### src/rtl/ssl_map.svh
// register offsets, field positions, reset values and timing counts
// included only by the controller module ssl_ctrl
`ifndef SSL_MAP_SVH
`define SSL_MAP_SVH
`define SSL_ADDR_BREAK_STATUS   16'hFE00
`define SSL_ADDR_RESET_SOURCE   16'hFE01
`define SSL_ADDR_BREAK_FLAG_CTL 16'hFE03
`define SSL_BIT_BREAK_WAIT      1
`define SSL_BIT_FLAG_CLR_EN     7
`define SSL_RST_POR_BIT         7
`define SSL_RST_PIN_BIT         6
`define SSL_RST_WDOG_BIT        4
`define SSL_BREAK_STATUS_RST    8'h00
`define SSL_RESET_SOURCE_RST    8'h80
`define SSL_BREAK_FLAG_CTL_RST  8'h00
`define SSL_BUS_DIV             4
`define SSL_STOP_RECOVERY_CYC   4096
`endif

### src/rtl/ssl_pkg.sv
// types shared by the system state controller files
package ssl_pkg;
    typedef enum logic [2:0] {
        SSL_RUN     = 3'b000,
        SSL_WAIT    = 3'b001,
        SSL_STOP    = 3'b010,
        SSL_RECOVER = 3'b011,
        SSL_STACK   = 3'b100
    } ssl_state_t;
endpackage

### src/rtl/ssl_clk_div.sv
// divider: one-cycle enable pulse every DIV cycles of the fast source clock
// assumes clk_i is the fast source clock
`timescale 1ns/100ps
module ssl_clk_div #(
    parameter int DIV = 4
) (
    input  wire logic clk_i,     // fast source clock
    input  wire logic reset_i,   // async reset, high
    output logic      half_o,    // half rate enable
    output logic      bus_en_o   // bus rate enable
);
    typedef struct packed {
        logic [7:0] cnt;
    } ssl_div_t;

    ssl_div_t s_q;
    ssl_div_t s_d;

    initial begin
        if (DIV < 2 || DIV > 256 || DIV % 2 != 0) begin
            $error("ssl_clk_div: DIV must be even and 2..256");
        end
    end

    always_comb begin
        s_d = s_q;
        if (s_q.cnt == 8'(DIV - 1)) begin
            s_d.cnt = 8'h00;
        end else begin
            s_d.cnt = s_q.cnt + 8'h01;
        end
    end

    always_ff @(posedge clk_i or posedge reset_i) begin
        if (reset_i) begin
            s_q <= '0;
        end else begin
            s_q <= s_d;
        end
    end

    // bit zero divides by two, terminal count divides by DIV
    assign half_o   = s_q.cnt[0];
    assign bus_en_o = (s_q.cnt == 8'(DIV - 1));
endmodule

### src/rtl/ssl_ctrl.sv
// system state controller: bus clock enables, wait and stop sequencing,
// break flag protection and the three user registers
// assumes a cpu that reports wait/stop/break events on bus-rate cycles
`timescale 1ns/100ps
`include "ssl_map.svh"

////////////////////////////////////////////////////////////////////////////////
module ssl_ctrl
    import ssl_pkg::*;
#(
    parameter int NUM_IRQ      = 24,
    parameter int RECOVERY_CYC = `SSL_STOP_RECOVERY_CYC
) (
    input  wire logic               clk_i,              // fast source clock
    input  wire logic               reset_i,            // async reset, high
    input  wire logic               por_i,              // power-on reset seen
    input  wire logic               pin_reset_i,        // reset from pin
    input  wire logic               wdog_reset_i,       // watchdog timeout
    input  wire logic               wait_exec_i,        // cpu executes wait
    input  wire logic               stop_exec_i,        // cpu executes stop
    input  wire logic               break_i,            // break interrupt
    input  wire logic               emulation_i,        // emulation mode
    input  wire logic [NUM_IRQ-1:0] irq_i,              // interrupt requests
    input  wire logic [NUM_IRQ-1:0] irq_en_i,           // interrupt enables
    input  wire logic               irq_rst_sel_i,      // config word two: pin funcs
    input  wire logic               watchdog_disable_i, // config bit
    input  wire logic               flag_clr_req_i,     // module asks to clear a flag
    input  wire logic               step_two_i,         // second step of two-step clear
    input  wire logic [15:0]        addr_i,             // register address
    input  wire logic [7:0]         wdata_i,            // write data
    input  wire logic               wr_i,               // write strobe
    input  wire logic               rd_i,               // read strobe
    output logic [7:0]              rdata_o,            // read data
    output logic                    half_clk_o,         // half source clock
    output logic                    bus_en_o,           // bus clock enable
    output logic                    cpu_clk_en_o,       // cpu clock enable
    output logic                    periph_clk_en_o,    // peripheral clock enable
    output logic                    clr_imask_o,        // clear cpu interrupt mask
    output logic                    stack_o,            // begin interrupt stacking
    output logic                    irq_pending_o,      // any enabled request
    output logic [4:0]              irq_vec_o,          // winning source index
    output logic                    swi_vec_o,          // force swi vector
    output logic                    flag_clr_ok_o,      // flag clear allowed
    output logic                    pin_funcs_o,        // pins take reset/irq
    output logic                    watchdog_run_o      // watchdog counting
);
    typedef struct packed {
        ssl_state_t  st;
        logic [15:0] cnt;
        logic [7:0]  brk_status;
        logic [7:0]  rst_source;
        logic [7:0]  brk_ctl;
        logic        clr_imask;
        logic        stack;
        logic        software_interrupt_vector;
        logic        in_break;
        logic [7:0]  rdata;
        logic        pin_funcs;
        logic [4:0]  vec;
    } ssl_regs_t;

    ssl_regs_t  r_q;
    ssl_regs_t  r_d;
    logic       bus_en;
    logic       wake;
    logic       any_irq;
    logic [4:0] win;

    initial begin
        if (NUM_IRQ < 1 || NUM_IRQ > 24) begin
            $error("ssl_ctrl: NUM_IRQ must be 1..24");
        end
        if (RECOVERY_CYC < 1 || RECOVERY_CYC > 65535) begin
            $error("ssl_ctrl: RECOVERY_CYC must be 1..65535");
        end
    end

    ////////////////////////////////////////////////////////////////////////////
    // bus clock runs at a quarter of the fast source clock
    ssl_clk_div #(
        .DIV (`SSL_BUS_DIV)
    ) u_div (
        .clk_i    (clk_i),
        .reset_i  (reset_i),
        .half_o   (half_clk_o),
        .bus_en_o (bus_en)
    );

    ////////////////////////////////////////////////////////////////////////////
    // fixed priority: lowest index wins
    always_comb begin
        any_irq = 1'b0;
        win     = 5'h00;
        for (int i = NUM_IRQ - 1; i >= 0; i--) begin
            if (irq_i[i] && irq_en_i[i]) begin
                any_irq = 1'b1;
                win     = 5'(i);
            end
        end
    end

    assign wake = any_irq || pin_reset_i || wdog_reset_i || (break_i && emulation_i);

    ////////////////////////////////////////////////////////////////////////////
    always_comb begin
        r_d           = r_q;
        r_d.clr_imask = 1'b0;
        r_d.stack     = 1'b0;
        r_d.software_interrupt_vector       = 1'b0;
        if (irq_rst_sel_i) begin
            r_d.pin_funcs = 1'b1;
        end
        if (bus_en) begin
            r_d.vec = win;
            if (break_i) begin
                r_d.in_break = 1'b1;
                r_d.software_interrupt_vector      = 1'b1;
            end
            case (r_q.st)
                SSL_RUN: begin
                    if (wait_exec_i) begin
                        r_d.st        = SSL_WAIT;
                        r_d.clr_imask = 1'b1;
                    end else if (stop_exec_i) begin
                        r_d.st        = SSL_STOP;
                        r_d.clr_imask = 1'b1;
                        r_d.cnt       = 16'h0000;
                    end
                end
                SSL_WAIT: begin
                    if (break_i) begin
                        r_d.brk_status[`SSL_BIT_BREAK_WAIT] = 1'b1;
                    end
                    if (wake) begin
                        r_d.st = SSL_STACK;
                    end
                end
                SSL_STOP: begin
                    r_d.cnt = 16'h0000;
                    if (break_i) begin
                        r_d.brk_status[`SSL_BIT_BREAK_WAIT] = 1'b1;
                    end
                    if (any_irq || break_i) begin
                        r_d.st = SSL_RECOVER;
                    end
                end
                SSL_RECOVER: begin
                    if (r_q.cnt == 16'(RECOVERY_CYC - 1)) begin
                        r_d.st  = SSL_STACK;
                        r_d.cnt = 16'h0000;
                    end else begin
                        r_d.cnt = r_q.cnt + 16'h0001;
                    end
                end
                SSL_STACK: begin
                    r_d.stack = 1'b1;
                    r_d.st    = SSL_RUN;
                end
                default: begin
                    r_d.st = SSL_RUN;
                end
            endcase
        end
        // software writes; break-during-wait clears by writing zero, set wins
        if (wr_i) begin
            case (addr_i)
                `SSL_ADDR_BREAK_STATUS: begin
                    if (!wdata_i[`SSL_BIT_BREAK_WAIT] &&
                        !(bus_en && break_i && r_q.st inside {SSL_WAIT, SSL_STOP})) begin
                        r_d.brk_status[`SSL_BIT_BREAK_WAIT] = 1'b0;
                    end
                    if (!(bus_en && break_i)) begin
                        r_d.in_break = 1'b0;
                    end
                end
                `SSL_ADDR_BREAK_FLAG_CTL: begin
                    r_d.brk_ctl[`SSL_BIT_FLAG_CLR_EN] = wdata_i[`SSL_BIT_FLAG_CLR_EN];
                end
                default: begin
                end
            endcase
        end
        if (rd_i) begin
            case (addr_i)
                `SSL_ADDR_BREAK_STATUS:   r_d.rdata = r_q.brk_status;
                `SSL_ADDR_RESET_SOURCE: begin
                    r_d.rdata      = r_q.rst_source;
                    r_d.rst_source = 8'h00;
                end
                `SSL_ADDR_BREAK_FLAG_CTL: r_d.rdata = r_q.brk_ctl;
                default:                  r_d.rdata = 8'h00;
            endcase
        end
        // reset sources latched after the read clear so a new one wins
        if (por_i) begin
            r_d.rst_source[`SSL_RST_POR_BIT] = 1'b1;
        end
        if (pin_reset_i) begin
            r_d.rst_source[`SSL_RST_PIN_BIT] = 1'b1;
        end
        if (wdog_reset_i) begin
            r_d.rst_source[`SSL_RST_WDOG_BIT] = 1'b1;
        end
    end

    always_ff @(posedge clk_i or posedge reset_i) begin
        if (reset_i) begin
            r_q            <= '0;
            r_q.st         <= SSL_RUN;
            r_q.brk_status <= `SSL_BREAK_STATUS_RST;
            r_q.rst_source <= `SSL_RESET_SOURCE_RST;
            r_q.brk_ctl    <= `SSL_BREAK_FLAG_CTL_RST;
        end else begin
            r_q <= r_d;
        end
    end

    ////////////////////////////////////////////////////////////////////////////
    assign bus_en_o        = bus_en;
    assign cpu_clk_en_o    = bus_en && (r_q.st == SSL_RUN || r_q.st == SSL_STACK);
    assign periph_clk_en_o = bus_en && (r_q.st != SSL_STOP);
    assign watchdog_run_o  = !watchdog_disable_i && (r_q.st != SSL_STOP);
    // protection holds both steps of two-step clears while in break
    assign flag_clr_ok_o   = (flag_clr_req_i || step_two_i) &&
                             (!r_q.in_break || r_q.brk_ctl[`SSL_BIT_FLAG_CLR_EN]);
    assign clr_imask_o     = r_q.clr_imask;
    assign stack_o         = r_q.stack;
    assign swi_vec_o       = r_q.software_interrupt_vector;
    assign irq_pending_o   = any_irq;
    assign irq_vec_o       = r_q.vec;
    assign rdata_o         = r_q.rdata;
    assign pin_funcs_o     = r_q.pin_funcs;
endmodule

### config.mk
export PLATFORM = sky130hd
export DESIGN_NAME = ssl_ctrl
export DESIGN_NICKNAME = d
export VERILOG_FILES = /design/src/rtl/ssl_pkg.sv /design/src/rtl/ssl_clk_div.sv /design/src/rtl/ssl_ctrl.sv
export VERILOG_INCLUDE_DIRS = /design/src /design/src/rtl
export SDC_FILE = /design/constraint.sdc
export NUM_CORES = 1
export LEC_CHECK = 0
export BUFFER_PORTS_ARGS = -buffer_cell sky130_fd_sc_hd__clkbuf_2
export CAP_MARGIN = 20
export CORE_UTILIZATION = 40
export CTS_CLUSTER_SIZE = 8
export DETAILED_ROUTE_END_ITERATION = 8
export GPL_TIMING_DRIVEN = 0
export HOLD_SLACK_MARGIN = 0.05
export PLACE_DENSITY = 0.7
export REMOVE_ABC_BUFFERS = 1
export SYNTH_ARGS = -nofsm -noshare
export SYNTH_HDL_FRONTEND = slang
export SYNTH_SLANG_ARGS = --single-unit
export TNS_END_PERCENT = 30
### constraint.sdc
create_clock -name clk_i -period 4.5 [get_ports clk_i]
set_input_delay 0.675 -clock clk_i [delete_from_list [all_inputs] [get_ports clk_i]]
set_output_delay 0.675 -clock clk_i [all_outputs]
set_load 0.03 [all_outputs]
==> impl_metrics.tcl, run 1 <==
set metrics [dict create \
    outcome "finished, violations left" \
    violations "DRC" \
    startpoint_type "flop" \
    fin_skew_ns 0.0102 \
    hp-class "primary input to asynchronous set/reset pin" \
    worst_path_max_delay_cell "dfrtp_1" \
    num_antenna_cells 0 \
    crit_chain "ha_1, nor3b_2, nand2_1, nor3_1, clkbuf_2" \
    p_int_mw 0.693 \
    die_x_microns 85.4 \
    avgRoutedWirePerCell_microns 13.3 \
    antenna_found_initial 0 \
    vias 2573 \
    synth_flop_cell "dfrtp_1" \
    crit_required_ns 3.83 \
    cts-buffers-inserted 5 \
    crit_family "simple AND/OR/NAND/NOR gates" \
    n_fill_cell 633 \
    vdd_ir_drop_max_v 0.000147 \
    clkLatencyLatePin_ns 0.31 \
    reg2reg_slack_ns 2.33 \
    final_max_slew_viol_count 0 \
    pwr-share-clk 0.307 \
    viasPerCell 5.50 \
    tightestPinTransition_ns 0.603 \
    drt_iter0_drc 126 \
    port_buffers 100 \
    place_area_sq_mm 0.00329 \
    clkTransAtPathRegs_ns 0.09 \
    ctsRootBufferMaster "clkbuf_8" \
    layoutNonFillerInstCount 468 \
    gp_congestion 0.811 \
    core_sq_mm 0.00676 \
    wl_microns 6230 \
    max-clock-path-buffers 2 \
    p_sw_frac 0.303 \
    ioPinCount 111 \
    max_stage_delay_ns 0.41 \
    worstSetupEndpointType "output port" \
    p_seq_frac 0.481 \
    rows 30 \
    maxSlewHeadroom 0.593 \
    grt_max_degree 42 \
    rsz0062_at_grt "false" \
    cts_resized 0 \
    antenna_left 0 \
    overflow 0 \
    finalHoldViolCount 0 \
    crit_buf_inv 1 \
    powerDensity_mw_per_mm2 292 \
    track_usage 0.185 \
    syn_area_per_cell_sq_um 9.43 \
    syn-cell-area_sq_mm 0.00278 \
    layout-drive-gt1-share 0.335 \
    postCtsHoldBufs 0 \
    dp_slack_ns 1.87 \
    hold_ws_ns 0.218 \
    ys_seq_area_frac 0.414 \
    fin_crit_ns 2.98 \
    cts_tree "done" \
    setup_viol 0 \
    path_class "flop to output port" \
    dp.cells 460 \
    synth_seq_cells 46 \
    setup_slack_ns 1.52 \
    p_total_mw 0.994 \
    synth-edff-count 0 \
    worst-path-max-fanout 13 \
    period_share 0.663 \
    leakage_nw 1.61 \
    grt_pass1_wl_microns 10900 \
    fmax_mhz 335 \
    maxCapViolCount 0 \
    first_pass_iters 7 \
    cts.sink_count 46 \
    drcViolationCount 2 \
    power_frac_comb 0.213 \
    postCtsSetupRepairBufs 0 \
    start_util 0.412 \
    synth.distinct_cells 62 \
    die_area_sq_mm 0.00729 \
    p_switching_mw 0.301 \
    setup_tns_ns 0 \
    fin_util 0.503 \
    grt_pass1_vias 2553 \
    die_y_microns 85.4 \
    dpl.hpwl_microns 4850 \
    async_reset_ff_frac 1.00 \
    ys_warn_count 0 \
    final_cell_area_sq_mm 0.00340 \
    areaGrowthSynthToFinish_pct 22.2 \
    netlist_instances 295 \
    htree_levels 2 \
    fin_nets 476 \
    cp_data_arrival_time_ns 2.31 \
]
[area by class of cell]
| cell class | instances | area [sq um] | share of cell area |
|---|---|---|---|
| sequential | 46 | 1150 | 0.339 |
| clock inverter | 2 | 37.5 | 0.0110 |
| timing repair buffer | 101 | 520 | 0.153 |
| tap | 80 | 100 | 0.0294 |
| inverter | 15 | 56.3 | 0.0166 |
| clock buffer | 6 | 72.6 | 0.0213 |
| multi-input combinational | 218 | 1460 | 0.430 |
[logic make-up (layout without fill, tap and decap cells)]
| logic type | Yosys count | count (layout) | synth area share |
|---|---|---|---|
| buf+inv | 34 | 124 | 0.0648 |
| simple gates | 115 | 115 | 0.237 |
| mux | 4 | 4 | 0.0171 |
| xor+xnor | 12 | 12 | 0.0378 |
| other cells | 1 | 4 | 0.00135 |
| compound gates | 81 | 81 | 0.219 |
| fa+ha+maj | 2 | 2 | 0.00900 |
| flops | 46 | 46 | 0.414 |
[path summary, 6_finish.rpt]
kind	from	end	cells past startpoint
hold reg to reg	pin_funcs_o$_DFFE_PP0P_	pin_funcs_o$_DFFE_PP0P_	1
min in group clk_i	pin_funcs_o$_DFFE_PP0P_	pin_funcs_o$_DFFE_PP0P_	1
max in group asynchronous	reset_i	r_q[33]$_DFFE_PP1P_	3
setup / recovery	u_div.s_q[0]$_DFF_PP0_	cpu_clk_en_o	5
setup reg to reg	u_div.s_q[0]$_DFF_PP0_	irq_vec_o[0]$_DFFE_PP0P_	7
hold / removal	reset_i	rdata_o[7]$_DFFE_PP0P_	2
[power groups by stage]
stage	sequential (mW)	combinational, mW	clock [mW]
finish	0.478	0.212	0.305
global route	0.484	0.238	0.329
CTS	0.477	0.212	0.312
detailed placement	0.485	0.212	0
global placement	0.484	0.206	0
floorplan	0.482	0.125	0
[registers in the layout (all words and copies together), names as in the netlist]
| name | cells |
|---|---|
| swi_vec_o | 1 |
| u_div.s_q | 8 |
| rdata_o | 4 |
| pin_funcs_o | 1 |
| irq_vec_o | 5 |
| clr_imask_o | 1 |
| stack_o | 1 |
| r_q | 25 |
[cells in the final DEF, fill, tap and decap left out, types with 6 or more instances in the layout]
master	count
a21o_1	6
a21oi_1	8
a22o_1	7
a22oi_1	13
and3_1	8
clkbuf_2	100
dfrtp_1	45
inv_1	13
nand2_1	30
nand3_1	12
nor2_1	18
o21ai_0	13
xnor2_1	10
[per-layer routing]
| layer | track usage | wire, microns | vias up |
|---|---|---|---|
| met4 | 0.0591 | 80 | 0 |
| li1 | - | - | 1259 |
| met5 | 0 | 0 | - |
| met3 | 0.0428 | 481 | 8 |
| met2 | 0.334 | 3010 | 123 |
| met1 | 0.217 | 2660 | 1183 |
[Yosys cell counts (5+ instances only)]
library cell,count,area [sq um]
a21oi_1,8,40.0
o21ai_0,13,65.1
a22oi_1,13,97.6
and2_1,5,31.3
a22o_1,7,61.3
nand3_1,12,60.1
xnor2_1,10,87.6
dfrtp_1,45,1130
inv_1,14,52.6
nand2_1,30,113
and3_1,8,50.1
buf_4,13,97.6
nor2_1,18,67.6
a21o_1,6,45.0
nand2b_1,5,31.3
(Power assumes the default switching activity.)
==> inputs of run 2 (changes only) <==
Settings changed: PLACE_DENSITY 0.7 to 0.73.
Clock period 4.5 ns to 2.5 ns, I/O delays scaled along.
==> impl_metrics.tcl, run 2 (synthesis results as in run 1) <==
set metrics [dict create \
    gp_congestion 0.821 \
    outcome "finished, violations left" \
    rsz0062_at_grt "false" \
    worstSetupEndpointType "output port" \
    layout_common_cells "clkbuf_2 (100), dfrtp_1 (45), nand2_1 (29), nor2_1 (18)" \
    period_share 0.940 \
    drcViolationCount 2 \
    dr_wl_met3_microns 384 \
    top_register "r_q" \
    startpoint "u_div.s_q[0]$_DFF_PP0_" \
    wl_met1_microns 2760 \
    hp-class "primary input to flop" \
    endpoint "bus_en_o" \
    dp.cells 460 \
    cp_data_arrival_time_ns 1.98 \
    clkLatencyLatePin_ns 0.30 \
    layout-drive-gt1-share 0.342 \
    core_sq_mm 0.00676 \
    ioPinCount 111 \
    die_y_microns 85.4 \
    fmax_mhz 426 \
    crit_chain "ha_1, nor3b_4, nand2_2, clkinv_1, clkbuf_2" \
    setup_viol 0 \
    cts-buffers-inserted 5 \
    layoutNonFillerInstCount 469 \
    topRoutingLayerUsed "met4" \
    rr_endpoint "r_q[60]$_DFFE_PP0P_" \
    grt_pass1_vias 2410 \
    antenna_left 0 \
    leakage_nw 1.62 \
    port_buffers 100 \
    violations "DRC" \
    postCtsSetupRepairBufs 0 \
    vias 2548 \
    first_pass_iters 6 \
    antenna_found_initial 0 \
    multi_input_area_sq_mm 0.00147 \
    ctsRootBufferMaster "clkbuf_8" \
    setup_tns_ns 0 \
    worst-path-max-fanout 13 \
    final_common_cell "clkbuf_2" \
    powerDensity_mw_per_mm2 516 \
    fin_nets 477 \
    viasPerCell 5.43 \
    start_util 0.412 \
    avgRoutedWirePerCell_microns 13.1 \
    startpoint_type "flop" \
    path_class "flop to output port" \
    track_usage 0.181 \
    grt_max_degree 42 \
    fin_crit_ns 2.35 \
    vdd_ir_drop_max_v 0.000214 \
    maxCapViolCount 0 \
    finalHoldViolCount 0 \
    rows 30 \
    hold_ws_ns 0.253 \
    reg2reg_slack_ns 0.37 \
    rr_worst_depth 5 \
    n_fill_cell 630 \
    reg2reg_from "r_q[59]$_DFFE_PP0P_" \
    dpl.hpwl_microns 4780 \
    overflow 0 \
    max_stage_delay_ns 0.42 \
    p_total_mw 1.77 \
    cts.sink_count 46 \
    wl_met2_microns 2840 \
    num_antenna_cells 0 \
    wl_microns 6150 \
    cts_tree "done" \
    die_x_microns 85.4 \
    crit_required_ns 2.12 \
    fin_skew_ns 0.00435 \
    area.sequential_sq_mm 0.00115 \
    areaGrowthSynthToFinish_pct 23.1 \
    maxSlewHeadroom 0.608 \
    htree_levels 2 \
    max-clock-path-buffers 2 \
    clkTransAtPathRegs_ns 0.08 \
    grt_pass1_wl_microns 10400 \
    largest_reg_flops 25 \
    tightestPinTransition_ns 0.587 \
    worst_path_max_delay_cell "dfrtp_1" \
    final_max_slew_viol_count 0 \
    die_area_sq_mm 0.00729 \
    drt_iter0_drc 109 \
]
## run 2: changes by cell type in the layout (fill, tap and decap cells not counted), sizes merged
cell,before,now
clkbuf,106,108
dlygate4sd3,0,1
clkinvlp,1,0
bufinv,1,0
## run 2: how the worst min path moves through the flow
stage                     slack [ns]               startpoint                       to  depth (start not counted)
after global routing            0.24                    por_i      r_q[33]$_DFFE_PP1P_                          2
after CTS                       0.24                    por_i      r_q[33]$_DFFE_PP1P_                          2
after global placement          0.45  pin_funcs_o$_DFFE_PP0P_  pin_funcs_o$_DFFE_PP0P_                          1
after detailed placement        0.25                  reset_i   rdata_o[4]$_DFFE_PP0P_                          2
after floorplan                 0.44      r_q[45]$_DFFE_PP0P_      r_q[45]$_DFFE_PP0P_                          1
final                           0.25                    por_i      r_q[33]$_DFFE_PP1P_                          2
## run 2: metal layers
| metal | global-route usage | vias up |
|---|---|---|
| met2 | 0.312 | 107 |
| met3 | 0.0428 | 11 |
| met4 | 0.0742 | 0 |
| met1 | 0.216 | 1168 |
| met5 | 0 | - |
| li1 | - | 1262 |
## run 2: final cells by class
type	instances	share of cell area
well taps	80	0.0292
multi-input cells	218	0.431
clock buffers	8	0.0322
inverters	15	0.0164
repair buffers	102	0.155
flip-flops and latches	46	0.337
## run 2: per-stage QoR
stage | instance area, sq um | utilization | worst slack (ns)
6_report | 3420 | 0.507 | 0.150
3_5_place_dp | 3290 | 0.487 | 0.190
2_1_floorplan | 2670 | - | 0.0621
3_3_place_gp | 3270 | 0.484 | 0.208
4_1_cts | 3420 | 0.506 | 0.0605
5_1_grt | 3420 | 0.507 | 0.00104
## run 2: critical path, delay by kind of cell, from the launching register on
kind,cells,cell delay (ns)
buffers and inverters,2,0.56
and+or+nand+nor,2,0.44
adders and majority gates,1,0.26
DFF,1,0.42
## run 2: report_power, final
part	internal (mW)	switching (mW)	total, mW
combinational	0.165	0.216	0.380
sequential	0.786	0.0782	0.864
clock	0.279	0.244	0.523
total	1.23	0.538	1.77
## run 2: repair_timing
action	CTS	global route
resized for setup	2	1
hold buffers	1	0
setup endpoints to repair	2	1
endpoints found under the hold margin	5	0
==> inputs of run 3 (changes only) <==
Settings changed: CTS_CLUSTER_DIAMETER from default to 100, PLACE_DENSITY 0.73 to 0.7.
Clock period 2.5 ns to 2.77 ns, I/O delays scaled along.
==> impl_metrics.tcl, run 3 (synthesis results as in run 1) <==
set metrics [dict create \
    worstSetupEndpointType "output port" \
    clkLatencyLatePin_ns 0.31 \
    areaGrowthSynthToFinish_pct 22.7 \
    first_pass_iters 7 \
    layout_common_cells "clkbuf_2 (100), dfrtp_1 (45), nand2_1 (29), nor2_1 (18)" \
    dp.cells 460 \
    cts-buffers-inserted 5 \
    crit_family "simple AND/OR/NAND/NOR gates" \
    grt_pass1_vias 2559 \
    powerDensity_mw_per_mm2 474 \
    ioPinCount 111 \
    drcViolationCount 2 \
    vias 2578 \
    fin_skew_ns 0.0103 \
    leakage_nw 1.61 \
    outcome "finished, violations left" \
    cp_data_arrival_time_ns 2.15 \
    fmax_mhz 390 \
    grt_max_degree 42 \
    startpoint_type "flop" \
    wl_microns 6290 \
    avgRoutedWirePerCell_microns 13.4 \
    setup_tns_ns 0 \
    max-clock-path-buffers 2 \
    rows 30 \
    tightestPinTransition_ns 0.608 \
    top_register "r_q" \
    fin_nets 477 \
    htree_levels 2 \
    overflow 0 \
    max_stage_delay_ns 0.41 \
    maxCapViolCount 0 \
    antenna_found_initial 0 \
    ctsRootBufferMaster "clkbuf_8" \
    start_util 0.412 \
    dpl.hpwl_microns 4850 \
    port_buffers 100 \
    worst-path-max-fanout 13 \
    viasPerCell 5.50 \
    maxSlewHeadroom 0.589 \
    gp_congestion 0.811 \
    crit_buf_inv 1 \
    crit_chain "ha_1, nor3b_2, nand2_2, nor3_1, clkbuf_2" \
    vdd_ir_drop_max_v 0.000238 \
    die_area_sq_mm 0.00729 \
    worst_path_max_delay_cell "dfrtp_1" \
    cts_tree "done" \
    core_sq_mm 0.00676 \
    layoutNonFillerInstCount 469 \
    rsz0062_at_grt "false" \
    die_y_microns 85.4 \
    clkTransAtPathRegs_ns 0.09 \
    fin_crit_ns 2.57 \
    hp-class "primary input to flop" \
    antenna_left 0 \
    layout-drive-gt1-share 0.337 \
    track_usage 0.185 \
    die_x_microns 85.4 \
    p_total_mw 1.62 \
    hold_ws_ns 0.293 \
    violations "DRC" \
    cts.sink_count 46 \
    grt_pass1_wl_microns 10900 \
    final_max_slew_viol_count 0 \
    crit_required_ns 2.35 \
    period_share 0.926 \
    path_class "flop to output port" \
    final_common_cell "clkbuf_2" \
    drt_iter0_drc 111 \
    num_antenna_cells 0 \
    finalHoldViolCount 0 \
    largest_reg_flops 25 \
    setup_viol 0 \
]
==> run 3: changes by cell type in the layout (fill, tap and decap cells not counted), sizes merged <==
| cell | change |
|---|---|
| clkinvlp | +1 |
| clkbuf | -2 |
| bufinv | +1 |
==> run 3: layout make-up <==
type | count | area, sq um
Clock buffer | 6 | 72.6
Sequential cell | 46 | 1150
Tap cell | 80 | 100
Fill cell | 632 | 3340
Multi-Input combinational cell | 218 | 1460
Inverter | 15 | 56.3
Timing Repair Buffer | 102 | 531
Clock inverter | 2 | 37.5
==> run 3: worst paths after layout <==
check                                               end  slack, ns  depth (start not counted)                     from
min in group asynchronous        rdata_o[7]$_DFFE_PP0P_       0.52                          3                  reset_i
worst min-delay path                r_q[33]$_DFFE_PP1P_       0.29                          2                    por_i
max in group asynchronous           r_q[33]$_DFFE_PP1P_       1.77                          4                  reset_i
worst max-delay path                       cpu_clk_en_o       0.20                          5   u_div.s_q[0]$_DFF_PP0_
worst max register to register      r_q[60]$_DFFE_PP0P_       0.58                          5      r_q[59]$_DFFE_PP0P_
worst min register to register  pin_funcs_o$_DFFE_PP0P_       0.47                          1  pin_funcs_o$_DFFE_PP0P_
==> run 3: through the flow <==
step | utilization | setup WS (ns) | area, sq um
after floorplan | - | 0.292 | 2670
after detailed placement | 0.487 | 0.403 | 3290
after CTS | 0.505 | 0.0524 | 3410
after global routing | 0.505 | 0.0821 | 3410
after global placement | 0.484 | 0.417 | 3270
final | 0.505 | 0.204 | 3410
==> run 3: power by group <==
part / switching (mW) / internal, mW
Clock: 0.225 / 0.269
Sequential: 0.0673 / 0.710
Combinational: 0.197 / 0.148
==> run 3: metal layers <==
metal  vias up  GRT usage  routed length, microns
met1      1197      0.217                    2740
met4         0     0.0591                      97
met5         -          0                       0
met2       116      0.334                    3020
li1       1257          -                       -
met3         8     0.0428                     433
==> run 3: timing repair <==
| action | 4_1_cts | 5_1_grt |
|---|---|---|
| endpoints found under the hold margin | 5 | 0 |
| setup buffers | 0 | 0 |
| resized for setup | 0 | 1 |
| setup endpoints to repair | 0 | 2 |
| hold buffers | 1 | 0 |
